### config.mk
export PLATFORM = sky130hd
export DESIGN_NAME = csp_clock_ctrl
export DESIGN_NICKNAME = d
export VERILOG_FILES = /design/src/csp_pkg.sv /design/src/csp_div_if.sv /design/src/csp_prescaler.sv /design/src/csp_clock_ctrl.sv
export SDC_FILE = /design/constraint.sdc
export NUM_CORES = 1
export LEC_CHECK = 0
export ABC_AREA = 1
export BUFFER_PORTS_ARGS = -buffer_cell sky130_fd_sc_hd__buf_2
export CAP_MARGIN = 20
export CELL_PAD_IN_SITES_DETAIL_PLACEMENT = 0
export CELL_PAD_IN_SITES_GLOBAL_PLACEMENT = 1
export CORE_UTILIZATION = 35
export CTS_CLUSTER_SIZE = 24
export DETAILED_ROUTE_END_ITERATION = 16
export GPL_ROUTABILITY_DRIVEN = 0
export PLACE_DENSITY = 0.8
export SYNTH_ARGS = -nofsm -noshare
export SYNTH_HDL_FRONTEND = slang
export SYNTH_SLANG_ARGS = --single-unit
### constraint.sdc
create_clock -name ref_clk -period 9.2 [get_ports ref_clk]
set_clock_uncertainty 0.05 [all_clocks]
set_input_delay 1.84 -clock ref_clk [delete_from_list [all_inputs] [get_ports ref_clk]]
set_output_delay 1.84 -clock ref_clk [all_outputs]
set_load 0.02 [all_outputs]
### src/csp_pkg.sv
package csp_pkg;

    // Register byte offsets on the Avalon-MM slave.
    localparam logic [3:0] OFS_RC_TRIM      = 4'h0;
    localparam logic [3:0] OFS_PRESCALE     = 4'h4;
    localparam logic [3:0] OFS_ASYNC_TIMER  = 4'h8;
    localparam logic [3:0] OFS_STATUS       = 4'hC;

    // Field positions.
    localparam int PS_UNLOCK_BIT   = 7;
    localparam int PS_SEL_MSB      = 3;
    localparam int AT_EXT_CLK_BIT  = 0;

    // Clock-source fuse codes.
    localparam logic [3:0] SRC_LF_1K   = 4'h6;
    localparam logic [3:0] SRC_LF_32K  = 4'h7;
    localparam logic [3:0] SRC_RC      = 4'h2;
    localparam logic [3:0] SRC_EXT     = 4'h0;

    // Start-up fuse codes.
    localparam logic [1:0] SUT_14CK    = 2'h0;
    localparam logic [1:0] SUT_4MS     = 2'h1;
    localparam logic [1:0] SUT_65MS    = 2'h2;

    // Prescale select values.
    localparam logic [3:0] PS_DIV1     = 4'h0;
    localparam logic [3:0] PS_DIV8     = 4'h3;
    localparam logic [3:0] PS_MAX      = 4'h8;
    localparam logic [7:0] PS_UNLOCK_WORD = 8'h80;

    // Timing counts in source clocks and watchdog oscillator cycles.
    localparam logic [16:0] RESET_CK        = 17'h0000E;
    localparam logic [16:0] WAKE_SHORT_CK   = 17'h00006;
    localparam logic [16:0] WAKE_1K_CK      = 17'h00400;
    localparam logic [16:0] WDT_4K_CYC      = 17'h01000;
    localparam logic [2:0]  UNLOCK_WINDOW   = 3'h4;

    // Trim value 8'h00, not used: reset always loads calib_byte into the trim register.
    localparam logic [7:0] TRIM_RESET       = 8'h00;

    typedef enum logic [1:0] {
        CSP_SRC_EXT = 2'h0,
        CSP_SRC_RC  = 2'h1,
        CSP_SRC_LF  = 2'h2,
        CSP_SRC_RSV = 2'h3
    } csp_src_type;

    typedef enum logic [4:0] {
        CSP_ST_RESET_CK = 5'b00001,
        CSP_ST_RESET_WD = 5'b00010,
        CSP_ST_RUN      = 5'b00100,
        CSP_ST_SLEEP    = 5'b01000,
        CSP_ST_WAKE     = 5'b10000
    } csp_state_type;

    // Classifies the clock-source fuse field.
    function automatic csp_src_type csp_src_class(input logic [3:0] code);
        csp_src_type r;
        r = CSP_SRC_RSV;
        if (code == SRC_LF_1K || code == SRC_LF_32K) begin
            r = CSP_SRC_LF;
        end else if (code == SRC_RC) begin
            r = CSP_SRC_RC;
        end else if (code == SRC_EXT) begin
            r = CSP_SRC_EXT;
        end
        return r;
    endfunction

    // Terminal count of the prescaler for a select code: factor minus one.
    function automatic logic [7:0] csp_div_mask(input logic [3:0] sel);
        logic [8:0] f;
        f = 9'h001 << sel;
        return 8'(f - 9'h001);
    endfunction

endpackage

### src/csp_div_if.sv
`timescale 1ns/10ps
`default_nettype none
interface csp_div_if;
    logic [3:0] sel_req;
    logic [3:0] sel_cur;
    logic       tick;
    logic       clk_hi;

    modport ctrl (
        output sel_req,
        input  sel_cur,
        input  tick,
        input  clk_hi
    );

    modport div (
        input  sel_req,
        output sel_cur,
        output tick,
        output clk_hi
    );
endinterface
`default_nettype wire

### src/csp_prescaler.sv
`timescale 1ns/10ps
`default_nettype none
module csp_prescaler (
    input  wire logic ref_clk,
    input  wire logic rst_n,
    input  wire logic div8_at_reset,
    csp_div_if.div    dv
);
    logic [7:0] cnt_q;
    logic [7:0] cnt_d;
    logic [3:0] sel_q;
    logic [3:0] sel_d;
    logic       hi_q;
    logic       hi_d;
    logic [7:0] mask;
    logic       last;

    always_comb begin
        mask  = csp_pkg::csp_div_mask(sel_q);
        last  = (cnt_q == mask);
        sel_d = sel_q;
        cnt_d = last ? 8'h00 : 8'(cnt_q + 8'h01); // RULE_17
        // A new factor is taken only at the end of the running period.
        if (last) begin
            sel_d = dv.sel_req; // RULE_16 RULE_18
        end
        hi_d = (cnt_d <= (csp_pkg::csp_div_mask(sel_d) >> 1));
    end

    always_ff @(posedge ref_clk) begin
        if (!rst_n) begin
            cnt_q <= 8'h00;
            sel_q <= div8_at_reset ? csp_pkg::PS_DIV8 : csp_pkg::PS_DIV1; // RULE_19
            hi_q  <= 1'b1;
        end else begin
            cnt_q <= cnt_d;
            sel_q <= sel_d;
            hi_q  <= hi_d;
        end
    end

    assign dv.sel_cur = sel_q;
    assign dv.tick    = rst_n & last; // RULE_15
    assign dv.clk_hi  = hi_q;
endmodule
`default_nettype wire

### src/csp_clock_ctrl.sv
// Functional notes
// RULE_01: Fuse codes 0110/0111 select low-frequency crystal.
// RULE_02: Crystal reset delay: 14CK, +4.1ms, +65ms, reserved.
// RULE_03: Crystal wake-up waits 1K or 32K clocks.
// RULE_04: Fuse code 0010 selects internal RC oscillator.
// RULE_05: Reset loads calibration byte into trim register.
// RULE_06: Reset time-out runs on watchdog oscillator ticks.
// RULE_07: RC wake-up 6 clocks; reset delay by start-up fuses.
// RULE_08: Fuse code 0000 selects external clock input.
// RULE_09: External clock wake-up 6 clocks; same reset delays.
// RULE_10: External clock changes under 2% per cycle.
// RULE_11: Clock-out fuse drives system clock, even in reset.
// RULE_12: Clock-out pin carries the divided system clock.
// RULE_13: Timer oscillator allowed only with RC source.
// RULE_14: Timer external-clock bit accepts clock on pin.
// RULE_15: Prescaler divides all synchronous clock domains.
// RULE_16: Division change produces no clock glitch.
// RULE_17: Prescaler counts undivided clock, state unreadable.
// RULE_18: New factor active after old plus new period.
// RULE_19: Divide-by-eight fuse starts clock divided by eight.
// RULE_20: Reset select is 0000, or 0011 with fuse.
// RULE_21: Select 0000 to 1000 gives factors 1 to 256.
// RULE_22: Unlock write, then new value within four cycles.
// RULE_23: Fuse values sampled at reset, static afterwards.
`timescale 1ns/10ps
`default_nettype none
module csp_clock_ctrl #(
    parameter logic [16:0] WAKE_32K_CK = 17'h08000,
    parameter logic [16:0] WDT_64K_CYC = 17'h10000
) (
    input  wire logic        ref_clk,
    input  wire logic        rst_n,
    input  wire logic [3:0]  clock_source_fuses,
    input  wire logic [1:0]  startup_time_fuses,
    input  wire logic        clock_out_fuse,
    input  wire logic        divide_by_eight_fuse,
    input  wire logic [7:0]  calib_byte,
    input  wire logic        wdt_osc_tick,
    input  wire logic        sleep_req,
    input  wire logic        wake_req,
    input  wire logic [3:0]  avs_address,
    input  wire logic        avs_read,
    input  wire logic        avs_write,
    input  wire logic [31:0] avs_writedata,
    input  wire logic [3:0]  avs_byteenable,
    output logic [31:0]      avs_readdata,
    output logic             avs_waitrequest,
    output logic [1:0]       clock_source,
    output logic             cpu_run,
    output logic             sys_clk_tick,
    output logic             clock_out_pin_o,
    output logic             clock_out_pin_oe,
    output logic             crystal_in_used,
    output logic             timer_osc_enable,
    output logic             timer_ext_clock_select,
    output logic [7:0]       rc_trim_value
);
    csp_div_if dv ();

    csp_prescaler csp_prescaler_i (
        .ref_clk       (ref_clk),
        .rst_n         (rst_n),
        .div8_at_reset (divide_by_eight_fuse),
        .dv            (dv.div)
    );

    // Fuse copies, refreshed only while reset is held.
    logic [3:0]              src_fuse_q;
    logic [1:0]              sut_fuse_q;
    logic                    cko_fuse_q;
    logic [3:0]              src_fuse_d;
    logic [1:0]              sut_fuse_d;
    logic                    cko_fuse_d;
    csp_pkg::csp_src_type    src_class;

    always_comb begin
        src_fuse_d = src_fuse_q;
        sut_fuse_d = sut_fuse_q;
        cko_fuse_d = cko_fuse_q;
        if (!rst_n) begin
            src_fuse_d = clock_source_fuses; // RULE_23
            sut_fuse_d = startup_time_fuses;
            cko_fuse_d = clock_out_fuse;
        end
    end

    always_ff @(posedge ref_clk) begin
        src_fuse_q <= src_fuse_d;
        sut_fuse_q <= sut_fuse_d;
        cko_fuse_q <= cko_fuse_d;
    end

    assign src_class = csp_pkg::csp_src_class(src_fuse_q); // RULE_01 RULE_04 RULE_08

    // Start-up sequencer.
    csp_pkg::csp_state_type state_q;
    csp_pkg::csp_state_type state_d;
    logic [16:0]            tmr_q;
    logic [16:0]            tmr_d;
    logic [16:0]            wdt_len;
    logic [16:0]            wake_len;

    always_comb begin
        case (sut_fuse_q)
            csp_pkg::SUT_4MS:  wdt_len = csp_pkg::WDT_4K_CYC; // RULE_02 RULE_07 RULE_09
            csp_pkg::SUT_65MS: wdt_len = WDT_64K_CYC;
            default:           wdt_len = 17'h00000;
        endcase
        if (src_class == csp_pkg::CSP_SRC_LF) begin
            wake_len = (src_fuse_q == csp_pkg::SRC_LF_32K) ? WAKE_32K_CK : csp_pkg::WAKE_1K_CK; // RULE_03
        end else begin
            wake_len = csp_pkg::WAKE_SHORT_CK; // RULE_07 RULE_09
        end
    end

    always_comb begin
        state_d = state_q;
        tmr_d   = tmr_q;
        case (state_q)
            csp_pkg::CSP_ST_RESET_CK: begin
                tmr_d = 17'(tmr_q + 17'h00001);
                if (tmr_d >= csp_pkg::RESET_CK) begin
                    tmr_d   = 17'h00000;
                    state_d = (wdt_len == 17'h00000) ? csp_pkg::CSP_ST_RUN : csp_pkg::CSP_ST_RESET_WD;
                end
            end
            csp_pkg::CSP_ST_RESET_WD: begin
                if (wdt_osc_tick) begin
                    tmr_d = 17'(tmr_q + 17'h00001); // RULE_06
                end
                if (tmr_d >= wdt_len) begin
                    tmr_d   = 17'h00000;
                    state_d = csp_pkg::CSP_ST_RUN;
                end
            end
            csp_pkg::CSP_ST_RUN: begin
                if (sleep_req) begin
                    state_d = csp_pkg::CSP_ST_SLEEP;
                end
            end
            csp_pkg::CSP_ST_SLEEP: begin
                if (wake_req) begin
                    tmr_d   = 17'h00000;
                    state_d = csp_pkg::CSP_ST_WAKE;
                end
            end
            csp_pkg::CSP_ST_WAKE: begin
                tmr_d = 17'(tmr_q + 17'h00001);
                if (tmr_d >= wake_len) begin
                    tmr_d   = 17'h00000;
                    state_d = csp_pkg::CSP_ST_RUN;
                end
            end
            default: begin
                tmr_d   = 17'h00000;
                state_d = csp_pkg::CSP_ST_RESET_CK;
            end
        endcase
    end

    always_ff @(posedge ref_clk) begin
        if (!rst_n) begin
            state_q <= csp_pkg::CSP_ST_RESET_CK;
            tmr_q   <= 17'h00000;
        end else begin
            state_q <= state_d;
            tmr_q   <= tmr_d;
        end
    end

    // Register file.
    logic [7:0]  trim_q;
    logic [7:0]  trim_d;
    logic [3:0]  ps_sel_q;
    logic [3:0]  ps_sel_d;
    logic [2:0]  unlock_cnt_q;
    logic [2:0]  unlock_cnt_d;
    logic        ext_clk_q;
    logic        ext_clk_d;
    logic        ack_q;
    logic        ack_d;
    logic [31:0] rdata_q;
    logic [31:0] rdata_d;
    logic        bus_req;
    logic        wr_take;
    logic [7:0]  wbyte;
    logic        rd_take;
    logic [3:0]  wr_hit;
    logic [3:0]  rd_hit;
    logic [14:0] status_word;

    // One-hot register select: bit 0 trim, bit 1 prescale, bit 2 timer, bit 3 status.
    function automatic logic [3:0] reg_hit(input logic [3:0] addr);
        logic [3:0] h;
        h = 4'h0;
        case (addr)
            csp_pkg::OFS_RC_TRIM:     h = 4'h1;
            csp_pkg::OFS_PRESCALE:    h = 4'h2;
            csp_pkg::OFS_ASYNC_TIMER: h = 4'h4;
            csp_pkg::OFS_STATUS:      h = 4'h8;
            default:                  h = 4'h0;
        endcase
        return h;
    endfunction

    assign bus_req = avs_read | avs_write;
    assign wr_take = avs_write & ~ack_q & avs_byteenable[0];
    assign rd_take = avs_read & ~ack_q;
    assign wbyte   = avs_writedata[7:0];
    assign wr_hit  = wr_take ? reg_hit(avs_address) : 4'h0;
    assign rd_hit  = rd_take ? reg_hit(avs_address) : 4'h0;

    // Status word, from bit 0 up: clock fuse code, source class, active select, one-hot state.
    assign status_word = {state_q, dv.sel_cur, src_class, src_fuse_q};

    always_comb begin
        trim_d = trim_q;
        if (wr_hit[0]) begin
            trim_d = wbyte;
        end
    end

    always_ff @(posedge ref_clk) begin
        if (!rst_n) begin
            trim_q <= calib_byte; // RULE_05
        end else begin
            trim_q <= trim_d;
        end
    end

    // Prescale select and its unlock window.
    always_comb begin
        ps_sel_d     = ps_sel_q;
        unlock_cnt_d = unlock_cnt_q;
        if (unlock_cnt_q != 3'h0) begin
            unlock_cnt_d = 3'(unlock_cnt_q - 3'h1); // RULE_22
        end
        if (wr_hit[1]) begin
            if (wbyte == csp_pkg::PS_UNLOCK_WORD) begin
                // A repeated unlock neither extends nor ends the window.
                if (unlock_cnt_q == 3'h0) begin
                    unlock_cnt_d = csp_pkg::UNLOCK_WINDOW; // RULE_22
                end
            end else if (!wbyte[csp_pkg::PS_UNLOCK_BIT] && unlock_cnt_q != 3'h0) begin
                if (wbyte[csp_pkg::PS_SEL_MSB:0] <= csp_pkg::PS_MAX) begin
                    ps_sel_d = wbyte[csp_pkg::PS_SEL_MSB:0]; // RULE_21
                end
                unlock_cnt_d = 3'h0;
            end
        end
    end

    always_ff @(posedge ref_clk) begin
        if (!rst_n) begin
            ps_sel_q     <= divide_by_eight_fuse ? csp_pkg::PS_DIV8 : csp_pkg::PS_DIV1; // RULE_20
            unlock_cnt_q <= 3'h0;
        end else begin
            ps_sel_q     <= ps_sel_d;
            unlock_cnt_q <= unlock_cnt_d;
        end
    end

    always_comb begin
        ext_clk_d = ext_clk_q;
        if (wr_hit[2]) begin
            ext_clk_d = wbyte[csp_pkg::AT_EXT_CLK_BIT]; // RULE_14
        end
    end

    always_ff @(posedge ref_clk) begin
        if (!rst_n) begin
            ext_clk_q <= 1'b0;
        end else begin
            ext_clk_q <= ext_clk_d;
        end
    end

    // Every request is answered in its second cycle; read data are loaded at the first edge.
    always_comb begin
        ack_d   = bus_req & ~ack_q;
        rdata_d = rdata_q;
        if (rd_take) begin
            rdata_d = 32'h00000000;
        end
        case (rd_hit)
            4'h1:    rdata_d = {24'h000000, trim_q};
            4'h2:    rdata_d = {24'h000000, (unlock_cnt_q != 3'h0), 3'h0, ps_sel_q};
            4'h4:    rdata_d = {31'h00000000, ext_clk_q};
            4'h8:    rdata_d = {17'h00000, status_word};
            default: ;
        endcase
    end

    always_ff @(posedge ref_clk) begin
        if (!rst_n) begin
            ack_q   <= 1'b0;
            rdata_q <= 32'h00000000;
        end else begin
            ack_q   <= ack_d;
            rdata_q <= rdata_d;
        end
    end

    assign dv.sel_req      = ps_sel_q; // RULE_15
    assign avs_waitrequest = bus_req & ~ack_q;
    assign avs_readdata    = rdata_q;

    // Pin and clock outputs.
    logic run_q;
    logic run_d;
    logic tosc_q;
    logic tosc_d;

    // Run follows the next state so that it rises with the first running cycle.
    always_comb begin
        run_d  = (state_d == csp_pkg::CSP_ST_RUN);
        tosc_d = (src_class == csp_pkg::CSP_SRC_RC); // RULE_13
    end

    always_ff @(posedge ref_clk) begin
        if (!rst_n) begin
            run_q  <= 1'b0;
            tosc_q <= 1'b0;
        end else begin
            run_q  <= run_d;
            tosc_q <= tosc_d;
        end
    end

    assign clock_source           = src_class;
    assign cpu_run                = run_q;
    assign sys_clk_tick           = dv.tick & run_q;
    assign crystal_in_used        = (src_class != csp_pkg::CSP_SRC_RC);
    assign timer_osc_enable       = tosc_q; // RULE_13
    assign timer_ext_clock_select = ext_clk_q & tosc_q; // RULE_14
    assign rc_trim_value          = trim_q;

    // Undivided source is shown in reset, the divided clock afterwards.
    assign clock_out_pin_oe = rst_n ? cko_fuse_q : clock_out_fuse; // RULE_11
    assign clock_out_pin_o  = (!rst_n || dv.sel_cur == csp_pkg::PS_DIV1) ? ref_clk : dv.clk_hi; // RULE_11 RULE_12
endmodule
`default_nettype wire

; Word level (Yosys, flattened, before mapping)
; Cells that the tools add are included.
[word_totals]
elab_cells = 124
inputBits = 63
output_inout_bits = 50
regBits = 93
[classes]
n_bitwise = 10
add_sub_neg = 5
n_eq_ne = 29
shift = 2
n_mux = 43
n_lt_le_gt_ge = 5
reduce_logical = 14
[ops]
columns = operator, count
row1 = 32-bit case mux with 4 select lines, 1
row2 = 17-bit two-way mux, 6
row3 = 17-bit case mux with 5 select lines, 1
row4 = 17-bit >= comparator, 2
row5 = 17-bit case mux with 2 select lines, 1
row6 = 16-bit two-way mux, 2
row7 = 32-bit two-way mux, 1
row8 = 4-bit two-way mux, 8
row9 = 5-bit two-way mux, 5
row10 = 5-bit case mux with 5 select lines, 1
row11 = 8-bit two-way mux, 3
row12 = 3-bit two-way mux, 7
row13 = 17-bit by 1-bit adder with 17-bit output (second input constant), 1
row14 = 17-bit by 4-bit >= comparator with 1-bit output (second input constant), 1
row15 = 17-bit logical NOT, 1
row16 = 4-bit by 3-bit equality test with 1-bit output (second input constant), 4
row17 = 4-bit case mux with 4 select lines, 1
row18 = 1-bit by 4-bit << shifter with 8-bit output (first input constant), 2
row19 = 8-bit by 1-bit subtractor with 8-bit output (second input constant), 2
row20 = 4-bit equality test (second input constant), 3
row21 = 4-bit logical NOT, 3
row22 = 5-bit by 3-bit equality test with 1-bit output (second input constant), 2
row23 = 2-bit by 1-bit inequality test with 1-bit output (second input constant), 5
row24 = 8-bit by 1-bit adder with 8-bit output (second input constant), 1
row25 = 27 further kinds, 44

; Longest topological paths before layout
[logic_depth]
ltp_word = 10
ltp_mapped = 28
ltp_nobuf = 26

; By module
; A second synthesis with hierarchy kept.
[hier_totals]
hier_cells = 869
area_unflattened_um2 = 5606.6
[modules_own_cells]
columns = mod, cells_per_inst, area_each_um2, seq_area_each_um2, instances
row1 = csp_clock_ctrl, 652, 4295.4, 1441.4, 1
row2 = csp_prescaler, 217, 1311.3, 260.2, 1

==> flow_summary.yaml <==
run_status:
  status: "completed"
floorplan:
  die_x_um: 126
  die_y_um: 126
  start_util_pct: 35.7
  dieArea_um2: 16000
  coreArea_um2: 15100
  rows: 45
  io_pins: 113
power_and_ir_drop:
  max-vdd-ir-drop_mv: 0.324
  p_leak_uw: 0.00316
  power.density_nw_per_um2: 234
  p_total_uw: 1440
routing:
  dr_wl_met3_um: 667
  drtAntennaViolNets: 0
  highest_layer: "met4"
  wl_met2_um: 6760
  wirelength_um: 14300
  vias_per_cell: 4.73
  vias: 5103
  wl_met1_um: 6680
  drtIter0Drc: 241
  routedWlPerCell_um: 13.2
  first_pass_iters: 4
  drc: 0
placement:
  dp_hpwl_um: 10400
  place_area_um2: 5800
  port_buffers: 68
  dp_cells: 1059
final_layout:
  register_area_um2: 1700
  multi_input_area_um2: 3010
  fin_nets: 971
  drive_above_1_share_pct: 15.3
  diodes: 0
  design_area_um2: 6170
  fillerInstances: 1676
  layout_common_cells: "nand2_1 (249), inv_1 (127), nand3_1 (69), buf_2 (68), nor2_1 (63)"
  stdcell_count: 1078
  area_growth_pct: 14.0
  final_common_cell: "nand2_1"
sta:
  finalSetupViolCount: 0
  setup_tns_ns: 0
  worst_pin_slew_ns: 0.810
  hold_viol_final: 0
  report.final.slew_viol_count: 0
  rsz0062_at_grt: "no"
  relSlewSlack_pct: 45.6
worst_setup_path:
  path_max_fanout: 2
  end_kind: "output port"
  cp_num_buf_inv: 3
  cp_slowest_cell: "buf_2"
  cp.required_ns: 7.31
  crit_top_cell: "clkbuf_16"
  crit_path_max_incr_delay_ns: 0.20
  startpoint_type: "clock port"
  cp_top_family: "buffers and inverters"
  cp.arrival_ns: 5.21
  crit_type: "clock port to output port"
  cp_cell_sequence: "clkbuf_16 -> clkbuf_16 -> a21oi_1 -> a31oi_1 -> buf_2"
clock_tree:
  cts_hold_buf: 0
  post_cts_buffers: 0
  insertion_delay_ns: 0.46
  cts_tree: "done"
  post_cts_resized: 0
  clkTransAtPathRegs_ns: 0.06
yosys:
  syn_area_per_cell_um2: 6.54
  yosysUniqueCellTypes: 46
  synth_xor_area_share_pct: 1.46
  yosysTopAreaCell: "dfxtp_1"
  synth-simple-area-share_pct: 39.9
  ys_seq_area_share_pct: 31.4
  yosys.area_share.adder_pct: 5.32
  synth_compound_area_share_pct: 7.65
  ys_ff_latch: 76
  synthCells: 827
  synth-edff-count: 18
  synth_top_family_by_area: "simple AND/OR/NAND/NOR gates"
  synthesis.area_um2: 5410
  synthTopCellsByArea: "dfxtp_1 (21%), nand2_1 (17%), edfxtp_1 (10%)"
  synth_top_cell_area_share_pct: 21.5
  synth_mux_area_share_pct: 0
  yosysWarnings: 0
  synthArstFlopShare_pct: 0
  synthFlopType: "dfxtp_1"
global_routing:
  grt_usage_pct: 19.3
  grt_overflow: 0
  grt_max_degree: 55
  grt_pass1_vias: 4952
  grt_pass1_wl_um: 24000
  antenna_found_initial: 0
hold_path:
  hold_path_class: "flop to flop"
run:
  drv_cap: 0
[layer usage]
metal | track usage, % | up-vias
met3 | 4.56 | 12
met4 | 7.02 | 0
met5 | 0 | -
met1 | 23.8 | 2284
li1 | - | 2718
met2 | 32.8 | 89
[worst register-to-register path, stage by stage (launching register included)]
cell     delay (ns)
dfxtp_1        0.41
nor2_4         0.20
nand2_2        0.13
ha_1           0.33
xnor2_1        0.13
nor2_1         0.09
nand2_1        0.05
nor2_1         0.10
nand3_1        0.12
nor2_4         0.15
nand2_2        0.17
inv_2          0.24
nand2_1        0.10
nand2_2        0.11
nand3_1        0.09
ha_1           0.26
xor2_1         0.18
ha_1           0.29
inv_1          0.04
nor2_1         0.07
nor2_1         0.04
o21a_1         0.15
o21ai_0        0.13
a21oi_1        0.08
a41oi_1        0.16
a21oi_1        0.08
[cell type report]
| class | instances | share of cell area (%) |
|---|---|---|
| inverters | 131 | 7.97 |
| flip-flops and latches | 76 | 27.6 |
| clock buffers | 14 | 5.01 |
| multi-input cells | 593 | 48.8 |
| well taps | 188 | 3.81 |
| repair buffers | 70 | 5.80 |
| clock inverters | 6 | 1.03 |
[worst paths after layout]
path / end / start / slack (ns) / cells after the start
setup / recovery: clock_out_pin_o / ref_clk / 2.10 / 5
hold / removal: avs_readdata[9] / avs_readdata[9] / 0.41 / 2
hold reg to reg: avs_readdata[9] / avs_readdata[9] / 0.41 / 2
setup reg to reg: csp_prescaler_i.dv.clk_hi / csp_prescaler_i.dv.sel_cur[2] / 5.11 / 25
[cells by family (layout without fill, tap and decap cells)]
group                    count (synthesis)  in the layout
AO/OA/AOI/OAI                           70             70
XOR/XNOR                                 9              9
adder cells (fa/ha/maj)                 23             23
buffers and inverters                  174            221
flip-flops                              76             76
other                                    1             17
AND/OR/NAND/NOR                        474            474
[sequential cells by signal (all words and copies together) (netlist names)]
register,cells
ack_q,1
avs_readdata,15
cko_fuse_q,1
cpu_run,1
csp_prescaler_i.cnt_q,8
csp_prescaler_i.dv.clk_hi,1
csp_prescaler_i.dv.sel_cur,4
dv.sel_req,4
ext_clk_q,1
rc_trim_value,8
src_fuse_q,4
state_q,5
sut_fuse_q,2
timer_osc_enable,1
tmr_q,17
unlock_cnt_q,3
[metrics by stage]
step,hold WS [ns],utilization (%),setup WS [ns]
final,0.413,40.7,2.10
after floorplan,0.404,-,2.50
after global routing,0.433,40.7,2.02
after global placement,0.387,38.3,2.38
after CTS,0.415,40.7,2.09
after detailed placement,0.405,38.3,2.37
[synthesized netlist by cell type, types with 4 or more instances]
master	count
nand2_1	249
edfxtp_1	18
nand4_1	28
clkbuf_1	15
nand3_1	69
nand2_2	23
nor2_4	7
nor3_1	13
a21oi_1	25
inv_1	128
a31oi_1	4
dfxtp_1	58
o21ai_0	20
buf_4	20
nand2_4	4
nor2_1	63
buf_2	4
a22oi_1	4
xor2_1	7
nor4_1	7
ha_1	23
[report_power, final]
part / switching, uW / total (uW) / internal, uW
sequential: 32.1 / 404 / 372
combinational: 375 / 596 / 222
clock: 171 / 442 / 271
total: 578 / 1440 / 864
Note: power is estimated with default switching activity, not from simulation.
